<file path="config.mk">
export PLATFORM = sky130hd
export DESIGN_NAME = abx_exec
export DESIGN_NICKNAME = d
export VERILOG_FILES = /design/src/pkg/abx_pkg.sv /design/src/verilog/abx_adder.sv /design/src/verilog/abx_bit_unit.sv /design/src/verilog/abx_exec.sv
export SDC_FILE = /design/constraint.sdc
export NUM_CORES = 1
export LEC_CHECK = 0
export BUFFER_PORTS_ARGS = -buffer_cell sky130_fd_sc_hd__buf_2
export CAP_MARGIN = 20
export CORE_MARGIN = 1
export CORE_UTILIZATION = 47
export DETAILED_ROUTE_END_ITERATION = 6
export GPL_ROUTABILITY_DRIVEN = 0
export PLACE_DENSITY_LB_ADDON = 0.05
export SLEW_MARGIN = 20
export SYNTH_ARGS = -nofsm -noshare
export SYNTH_HDL_FRONTEND = slang
export SYNTH_SLANG_ARGS = --single-unit
</file>
<file path="constraint.sdc">
create_clock -name ref_clk -period 1.8 [get_ports ref_clk]
set_input_delay 0.18 -clock ref_clk [delete_from_list [all_inputs] [get_ports ref_clk]]
set_output_delay 0.18 -clock ref_clk [all_outputs]
set_load 0.02 [all_outputs]
</file>
<file path="src/pkg/abx_pkg.sv">
// abx_pkg: shared constants and types for the add/and/bit execution block
// assumes: single 250 MHz core clock, no software-visible registers
package abx_pkg;
    // ==========================================
    // widths
    localparam int ABX_DATA_W = 8;
    localparam int ABX_ADDR_W = 7;
    localparam int ABX_BIT_W = 3;
    localparam int ABX_NIB_MSB = 3;
    // ==========================================
    // reset values
    localparam logic [7:0] ABX_ACC_RST = 8'h00;
    localparam logic ABX_FLAG_RST = 1'b0;
    localparam logic [6:0] ABX_ADDR_RST = 7'h00;
    localparam logic [7:0] ABX_DATA_RST = 8'h00;
    // ==========================================
    // destination select
    localparam logic ABX_DEST_ACC = 1'b0;
    localparam logic ABX_DEST_REG = 1'b1;
    // ==========================================
    // operation codes seen by this block
    typedef enum logic [2:0] {
        ABX_OP_ADD_IMM = 3'h0,
        ABX_OP_ADD_REG = 3'h1,
        ABX_OP_AND_IMM = 3'h2,
        ABX_OP_AND_REG = 3'h3,
        ABX_OP_BIT_CLR = 3'h4,
        ABX_OP_BIT_SET = 3'h5,
        ABX_OP_TST_CLR = 3'h6,
        ABX_OP_TST_SET = 3'h7
    } abx_op_t;
endpackage

</file>
<file path="src/verilog/abx_adder.sv">
// abx_adder: 8-bit adder with carry out of bit 7 and bit 3
// assumes: purely combinational, used by the execution unit
`timescale 1ns/100ps
module abx_adder
(
    input wire logic [7:0] a, // first operand
    input wire logic [7:0] b, // second operand
    output logic [7:0] sum, // 8-bit sum
    output logic carry, // carry out of bit 7
    output logic half_carry // carry out of bit 3
);
    import abx_pkg::*;
    logic [4:0] low_sum;
    logic [8:0] full_sum;
    always_comb
    begin
        low_sum = {1'b0, a[ABX_NIB_MSB:0]} + {1'b0, b[ABX_NIB_MSB:0]};
        full_sum = {1'b0, a} + {1'b0, b};
        sum = full_sum[7:0];
        carry = full_sum[8];
        half_carry = low_sum[4];
    end
endmodule // abx_adder

</file>
<file path="src/verilog/abx_bit_unit.sv">
// abx_bit_unit: bit select, bit clear/set and bit test on a register byte
// assumes: purely combinational, used by the execution unit
`timescale 1ns/100ps
module abx_bit_unit
(
    input wire logic [7:0] data, // register byte
    input wire logic [2:0] bit_sel, // selected bit position 0..7
    output logic [7:0] cleared, // byte with selected bit forced to 0
    output logic [7:0] set, // byte with selected bit forced to 1
    output logic bit_value // value of the selected bit
);
    import abx_pkg::*;
    logic [7:0] mask;
    always_comb
    begin
        mask = 8'h01 << bit_sel;
        cleared = data & ~mask;
        set = data | mask;
        bit_value = data[bit_sel];
    end
endmodule // abx_bit_unit

</file>
<file path="src/verilog/abx_exec.sv">
// abx_exec: executes add, and, bit clear/set and bit-test-skip instructions
// assumes: sequencer presents one decoded instruction with issue_valid for
// one cycle; register file gives read data combinationally for file_addr
// and takes a write on reg_we_q; skip_q tells the sequencer to squash the
// already fetched next instruction and run a no-operation instead.
// the instruction issued in the cycle after a taken skip is dropped here
// as well, so a sequencer that does not squash it still sees a no-operation;
// a register write lands one cycle after issue, with no forwarding, so a
// dependent read must wait one cycle.
`timescale 1ns/100ps
module abx_exec
(
    input wire logic ref_clk, // core clock, 250 MHz
    input wire logic rst_n, // asynchronous reset, active low
    input wire logic issue_valid, // one-cycle strobe: instruction presented
    input wire abx_pkg::abx_op_t issue_op, // decoded operation
    input wire logic [7:0] literal, // 8-bit immediate value
    input wire logic [6:0] file_addr, // register file address
    input wire logic [2:0] bit_sel, // bit position for bit ops
    input wire logic dest_sel, // 0 accumulator, 1 register
    input wire logic [7:0] reg_rdata, // register file read data
    output logic [6:0] reg_addr_q, // register file write address
    output logic [7:0] reg_wdata_q, // register file write data
    output logic reg_we_q, // one-cycle register write strobe
    output logic [7:0] acc_q, // accumulator
    output logic carry_q, // carry flag
    output logic half_carry_flag_q, // half carry flag
    output logic zero_q, // zero flag
    output logic skip_q, // one-cycle pulse: squash next instruction
    output logic done_q // one-cycle pulse: instruction completed
);
    import abx_pkg::*;

    // ==========================================
    // datapath
    logic [7:0] add_b;
    logic [7:0] and_b;
    logic [7:0] sum;
    logic add_carry;
    logic add_half;
    logic [7:0] bit_cleared;
    logic [7:0] bit_setv;
    logic bit_value;

    function automatic logic is_zero(input logic [7:0] v);
        return v == 8'h00;
    endfunction

    // ==========================================
    // operand select
    always_comb
    begin
        add_b = reg_rdata;
        unique case (issue_op)
            ABX_OP_ADD_IMM, ABX_OP_AND_IMM:
            begin
                add_b = literal;
            end
            ABX_OP_ADD_REG, ABX_OP_AND_REG, ABX_OP_BIT_CLR, ABX_OP_BIT_SET,
            ABX_OP_TST_CLR, ABX_OP_TST_SET:
            begin
                add_b = reg_rdata;
            end
        endcase
    end

    assign and_b = add_b & acc_q;

    // ==========================================
    // shared adder
    abx_adder u_adder
    (
        .a(acc_q),
        .b(add_b),
        .sum(sum),
        .carry(add_carry),
        .half_carry(add_half)
    );

    // ==========================================
    // bit select, clear and set
    abx_bit_unit u_bits
    (
        .data(reg_rdata),
        .bit_sel(bit_sel),
        .cleared(bit_cleared),
        .set(bit_setv),
        .bit_value(bit_value)
    );

    // ==========================================
    // result routing
    logic [7:0] result;
    logic to_reg;
    logic to_acc;
    logic arith;
    always_comb
    begin
        result = 8'h00;
        to_reg = 1'b0;
        to_acc = 1'b0;
        arith = 1'b0;
        unique case (issue_op)
            ABX_OP_ADD_IMM:
            begin
                result = sum;
                to_acc = 1'b1;
                arith = 1'b1;
            end
            ABX_OP_ADD_REG:
            begin
                result = sum;
                to_acc = (dest_sel == ABX_DEST_ACC);
                to_reg = (dest_sel == ABX_DEST_REG);
                arith = 1'b1;
            end
            ABX_OP_AND_IMM:
            begin
                result = and_b;
                to_acc = 1'b1;
            end
            ABX_OP_AND_REG:
            begin
                result = and_b;
                to_acc = (dest_sel == ABX_DEST_ACC);
                to_reg = (dest_sel == ABX_DEST_REG);
            end
            ABX_OP_BIT_CLR:
            begin
                result = bit_cleared;
                to_reg = 1'b1;
            end
            ABX_OP_BIT_SET:
            begin
                result = bit_setv;
                to_reg = 1'b1;
            end
            ABX_OP_TST_CLR, ABX_OP_TST_SET:
            begin
                result = reg_rdata;
            end
        endcase
    end

    // ==========================================
    // flag update and skip decode
    logic upd_zero;
    logic skip_hit;
    always_comb
    begin
        upd_zero = 1'b0;
        skip_hit = 1'b0;
        unique case (issue_op)
            ABX_OP_ADD_IMM, ABX_OP_ADD_REG:
            begin
                upd_zero = 1'b1;
            end
            ABX_OP_AND_IMM, ABX_OP_AND_REG:
            begin
                upd_zero = 1'b1;
            end
            ABX_OP_BIT_CLR, ABX_OP_BIT_SET:
            begin
                // bit ops leave every flag alone
                upd_zero = 1'b0;
            end
            ABX_OP_TST_CLR:
            begin
                skip_hit = !bit_value;
            end
            ABX_OP_TST_SET:
            begin
                skip_hit = bit_value;
            end
        endcase
    end

    // ==========================================
    // squash of the instruction after a taken skip
    typedef enum logic {RUN_ST, SQUASH_ST} abx_phase_t;
    abx_phase_t phase_q;
    logic take;
    assign take = issue_valid && (phase_q == RUN_ST);
    always_ff @(posedge ref_clk or negedge rst_n)
    begin
        if (!rst_n)
            phase_q <= RUN_ST;
        else
        begin
            unique case (phase_q)
                RUN_ST:
                begin
                    if (take && skip_hit)
                        phase_q <= SQUASH_ST;
                end
                SQUASH_ST:
                begin
                    phase_q <= RUN_ST;
                end
            endcase
        end
    end

    // ==========================================
    // accumulator
    always_ff @(posedge ref_clk or negedge rst_n)
    begin
        if (!rst_n)
            acc_q <= ABX_ACC_RST;
        else if (take && to_acc)
            acc_q <= result;
    end

    // ==========================================
    // register file write strobe
    always_ff @(posedge ref_clk or negedge rst_n)
    begin
        if (!rst_n)
            reg_we_q <= 1'b0;
        else
            reg_we_q <= take && to_reg;
    end

    // ==========================================
    // register file write address and data
    always_ff @(posedge ref_clk or negedge rst_n)
    begin
        if (!rst_n)
        begin
            reg_addr_q <= ABX_ADDR_RST;
            reg_wdata_q <= ABX_DATA_RST;
        end
        else if (take && to_reg)
        begin
            reg_addr_q <= file_addr;
            reg_wdata_q <= result;
        end
    end

    // ==========================================
    // carry flag
    always_ff @(posedge ref_clk or negedge rst_n)
    begin
        if (!rst_n)
            carry_q <= ABX_FLAG_RST;
        else if (take && arith)
            carry_q <= add_carry;
    end

    // ==========================================
    // half carry flag
    always_ff @(posedge ref_clk or negedge rst_n)
    begin
        if (!rst_n)
            half_carry_flag_q <= ABX_FLAG_RST;
        else if (take && arith)
            half_carry_flag_q <= add_half;
    end

    // ==========================================
    // zero flag
    always_ff @(posedge ref_clk or negedge rst_n)
    begin
        if (!rst_n)
            zero_q <= ABX_FLAG_RST;
        else if (take && upd_zero)
            zero_q <= is_zero(result);
    end

    // ==========================================
    // completion
    always_ff @(posedge ref_clk or negedge rst_n)
    begin
        if (!rst_n)
            done_q <= 1'b0;
        else
            done_q <= take;
    end

    // ==========================================
    // skip request
    always_ff @(posedge ref_clk or negedge rst_n)
    begin
        if (!rst_n)
            skip_q <= 1'b0;
        else
            skip_q <= take && skip_hit;
    end
endmodule // abx_exec
</file>
After elaboration in Yosys (flattened, before gate mapping)
Index checks and enable logic that the tools add are counted.
Storage, ports and cells
  register bits: 30
Operators by class
  $add $sub $neg: 2
  order comparisons: 1
  equality and inequality tests: 7
  shift-type cells: 1
  muxes and demuxes: 11
  bitwise gates (word level): 6
  reductions and logical operators: 17
Operators by type and width (count)
  $pmux 8 s5: 1
  $and 8x8->8: 2
  $pmux 8 s2: 1
  $eq 3x3->1 const B: 4
  $reduce_or 2->1: 6
  $add 8x8->9: 1
  $logic_not 8->1: 1
  $not 8->8: 1
  $or 8x8->8: 1
  $pmux 1 s2: 4
  $shl 1x3->8 const A: 1
  $eq 3x2->1 const B: 2
  $logic_and 1x1->1: 6
  $reduce_or 6->1: 1
  $add 4x4->5: 1
  $lt 3x4->1 const B: 1
  $mux 1: 4
  $reduce_or 4->1: 1
  $bmux 1 s3: 1
  $eq 3x1->1 const B: 1
  $logic_not 3->1: 1
  $not 1->1: 2
  $logic_not 1->1: 1

Depth between registers and ports, before layout
  word-level depth: 7
  gate-level depth with buffers: 13
  gate-level depth less buffers: 11

Modules after synthesis
From an unflattened synthesis, not the netlist that was laid out.
Unflattened totals
  cell total of the unflattened synthesis: 234
  area total of the unflattened synthesis: 2252.2 um2
By module, submodules not included
  abx_exec: instances 1, cells an instance 163, area an instance 1674.1 um2, seq. area each 750.7 um2
  abx_adder: instances 1, cells an instance 40, area an instance 330.3 um2, seq. area each 0.0 um2
  abx_bit_unit: instances 1, cells an instance 31, area an instance 247.7 um2, seq. area each 0.0 um2

Least setup slack after synthesis
No wires, ideal clock.
  path kind: input to register
  from: in issue_op[2]
  to: reg zero_q
  arrival time: 2578 ps
  data required time: 1708 ps
  slack: -870 ps
  stages: 13
  path buffers: 2
  path through: buf_2 > buf_2 > nor2_2 > mux2_2 > ha_1 > inv_1 > fa_1 > nor2b_4 > o31a_1 > or2_0 > o211ai_2 > nand3_1 > o31ai_2
Between the ends
  word-level cells in the longest chain between the ends: 6
RTL lines
  from (decl): RTL line abx_exec.sv:16  | input wire abx_pkg::abx_op_t issue_op,
  $eq 3x3->1 (tied with other cells): RTL line abx_exec.sv:54, abx_exec.sv:103
  $reduce_or 6->1 or $reduce_or 2->1 (tied branches)
  $pmux 8 s2: RTL line abx_exec.sv:54  | unique case (issue_op)
  $add 8x8->9 or $and 8x8->8 (tied branches): RTL line abx_adder.sv:18, abx_exec.sv:67
  $pmux 8 s5: RTL line abx_exec.sv:103  | unique case (issue_op)
  $logic_not 8->1: RTL line abx_exec.sv:46  | return v == 8'h00;
  to (signal assigned): RTL line abx_exec.sv:267  | zero_q <= is_zero(result);
  to (decl): RTL line abx_exec.sv:28  | output logic zero_q,
Parallel ways exist; a longest one is shown, timed or not.
A chain may end at the register's enable or synchronous reset.

Worst setup path in the final report
  from: in issue_op[0]
  to: reg zero_q
Same word-level chain as after synthesis.

==> run_results.csv <==
group,metric,value,unit
final_layout,postLayoutCoreUtil,0.745,
setup_path,crit_end,"zero_q",
yosys,synth_edf_count,0,
setup_path,worstReg2RegStart,"acc_q[0]",
yosys,seq_area_frac_synth,0.359,
setup_path,worst_path_max_delay_cell,"or4b_1",
yosys,syn_area_per_cell,8.97,um^2
cts,clk_latency,270,ps
run,max-cap-violations,0,
cts,cts.sinks,30,
yosys,syn-num-nets,275,
power_and_ir_drop,power_switching_share,0.386,
global_routing,overflow,0,
hold_path,hp-class,"input port to flip-flop",
placed_design,post-place-ws,-672,ps
sta,finalSetupViolCount,14,
power_and_ir_drop,powerDensity,948,mW/mm^2
final_layout,diodes,0,
power_and_ir_drop,vdd_drop_max,0.880,mV
setup_path,r2r_slack,-240,ps
cts,clk_pin_slew,60,ps
global_routing,grt_max_degree,31,
cts,h-tree-depth,2,
cts,cts_made_buffers,5,
global_routing,antenna_found_initial,0,
routing,viasPerCell,5.47,
power_and_ir_drop,clock_power_share,0.166,
sta,hold_ws,96.9,ps
floorplan,rows,23,
cts,cts_buffer_depth,2,
setup_path,crit_fanout,4,
global_routing,track_usage,0.254,
yosys,syn_area,0.00209,mm^2
final_layout,area_growth,47.7,%
sta,setup_ws,-267,ps
power_and_ir_drop,leakage,0.00146,uW
setup_path,arrival,2250,ps
power_and_ir_drop,p_int,1800,uW
floorplan,fp.coreArea,0.00414,mm^2
final_layout,seqCellArea,751,um^2
yosys,netlist.area_leader.share,0.359,
setup_path,path_cells,"buf_6 -> nor2_4 -> buf_12 -> mux2_4 -> ha_4 -> a21o_4 -> a21oi_2 -> or4b_1 -> nand3_2 -> nand3_2 -> o31ai_2",
setup_path,crit_path_frequent_cell,"nand3_2",
setup_path,critical_path.startpoint,"issue_op[0]",
floorplan,die_h,68.7,um
routing,drt_iter0_drc,137,
setup_path,r2r_cells,10,
final_layout,drive_gt1_frac,0.492,
floorplan,start_util,0.504,
power_and_ir_drop,seq_power_share,0.311,
floorplan,io_pins,62,
sta,fin_skew,1.88,ps
setup_path,crit_path_end_kind,"flip-flop",
setup_path,required,1980,ps
yosys,synth_cell_types,51,
power_and_ir_drop,switchingPower,1130,uW
yosys,ys.flop_type,"dfrtp_1",
outcome,violations,"setup timing",
yosys,synthTopCellsByArea,"dfrtp_1, nand2_1, o21ai_0, mux2_2, ha_1",
final_layout,fill_cells,337,
yosys,synth-seq-cells,30,
setup_path,critPathKind,"input port to flip-flop",
placed_design,hpwl,4.17,mm
sta,final_max_slew_viol_count,0,
global_routing,grt_pass1_vias,1905,
setup_path,r2r-end,"zero_q",
routing,wire_per_inst,15.2,um
final_layout,nNetsFinal,371,
cts,cts_root_buf,"clkbuf_8",
floorplan,dieWidth,68.7,um
yosys,synthArstFlopShare,1.00,
setup_path,startpoint_type,"input port",
routing,drtAntennaViolNets,0,
setup_path,critPathMaxStageDelay,480,ps
sta,tightestPinTransition,645,ps
sta,finalCritPeriodShare,1.15,
yosys,ys_warn_count,0,
routing,num_vias,2073,
cts,tritoncts,"done",
yosys,synthCells,233,
global_routing,grt_pass1_wl,8.76,mm
sta,setup_tns,-2440,ps
sta,fmax,0.484,GHz
floorplan,dieArea,0.00472,mm^2
final_layout,multi_input_area,0.00147,mm^2
outcome,outcome,"finished with violations",
sta,min_period,2070,ps
power_and_ir_drop,p_comb_frac,0.523,
yosys,synth_top_area_cell,"dfrtp_1",
sta,hold_viol_final,0,
placed_design,portBuffers,61,
sta,relSlewSlack,0.570,
sta,rsz0062_at_grt,"yes",
routing,routed_wirelength,5.76,mm
routing,first_pass_iters,4,
routing,drc,0,
-- per-layer routing --
layer	up-vias	wire (um)	GRT usage
met2	51	2880	0.429
met3	10	242	0.0510
met4	0	94	0.0859
li1	1020	-	-
met5	-	0	0
met1	992	2550	0.320
-- state kept, by name (all words and copies together), names as in the netlist --
name / flops
acc_q: 8
reg_wdata_q: 8
reg_addr_q: 7
carry_q: 1
done_q: 1
half_carry_flag_q: 1
phase_q: 1
reg_we_q: 1
skip_q: 1
zero_q: 1
-- stage by stage --
stage / std cells / instance area [um^2] / total power (uW)
final: 379 / 3090 / 2930
after global routing: 379 / 3090 / 3120
after CTS: 377 / 2950 / 2770
after detailed placement: 367 / 2720 / 2170
after global placement: 367 / 2720 / 2150
after floorplan: 233 / 2160 / 1670
-- kinds of logic (layout without fill, tap and decap cells) --
kind of cell,count (synthesis),in the layout,share of synthesized area
compound gates,58,58,0.177
xor+xnor,3,3,0.0126
fa+ha+maj,9,9,0.0575
buf+inv,24,120,0.0599
flops,30,30,0.359
mux,20,20,0.113
simple gates,89,89,0.220
-- area by class of cell --
class                   instances  share of cell area
inverters                      10              0.0122
repair buffers                103               0.223
clock buffers                   7              0.0247
multi-input cells             179               0.476
flip-flops and latches         30               0.243
well taps                      50              0.0203
-- critical path, delay by kind of cell --
kind	cells	cell delay (ps)
AND/OR/NAND/NOR	4	810
AO/OA/AOI/OAI	3	440
multiplexers	1	320
adder cells (fa/ha/maj)	1	270
buffers and inverters	2	230
-- timing repair --
action	4_1_cts	5_1_grt
pin swaps	25	12
setup buffers	2	2
hold endpoints to repair	30	0
endpoints found under the setup margin	13	16
resized for setup	29	24
hold buffers	1	0
-- how the worst min path moves through the flow --
| stage | from | endpoint | depth (start not counted) |
|---|---|---|---|
| finish | file_addr[2] | reg_addr_q[2] | 3 |
| global route | file_addr[5] | reg_addr_q[5] | 3 |
| CTS | file_addr[2] | reg_addr_q[2] | 3 |
| detailed placement | rst_n | acc_q[0] | 1 |
| global placement | rst_n | acc_q[0] | 1 |
| floorplan | rst_n | acc_q[0] | 0 |
-- cells in the final DEF (no fill, tap or decap), drive strengths merged, types with 2 or more instances in the layout --
cell,count
and3,2
ha,8
mux2,9
o2111ai,2
nand2b,2
nor2,13
mux2i,9
or2b,2
mux4,2
clkbuf,7
dfrtp,30
buf,102
and4bb,3
nor2b,2
nand2,46
nor4b,3
nor3,3
inv,9
o21ai,29
xnor2,2
a31oi,5
a21o,3
o21a,3
o31ai,2
nor3b,4
nand3,5
a21oi,8
-- cell usage after synthesis, types with 2 or more instances --
master	instances
nor4b_1	3
mux2_2	9
and4bb_2	3
mux2i_1	9
buf_2	7
nor3_1	3
clkbuf_1	3
o21ai_1	2
a21oi_1	8
inv_1	9
o2111ai_1	2
nor2_1	11
or2b_2	2
a21o_2	2
mux4_2	2
ha_1	8
nand3_1	5
o21ai_0	25
o21ai_2	2
dfrtp_1	30
buf_6	2
a31oi_1	5
nor3b_1	4
o21a_1	3
nand2b_1	2
nand2_1	46
xnor2_1	2
-- power groups by stage --
stage	Combinational [uW]	Sequential [uW]	Clock, uW
after floorplan	590	1080	0
after global placement	1240	908	0
after detailed placement	1260	911	0
after CTS	1360	909	498
after global routing	1660	928	534
final	1530	911	485
(Power assumes the default switching activity.)
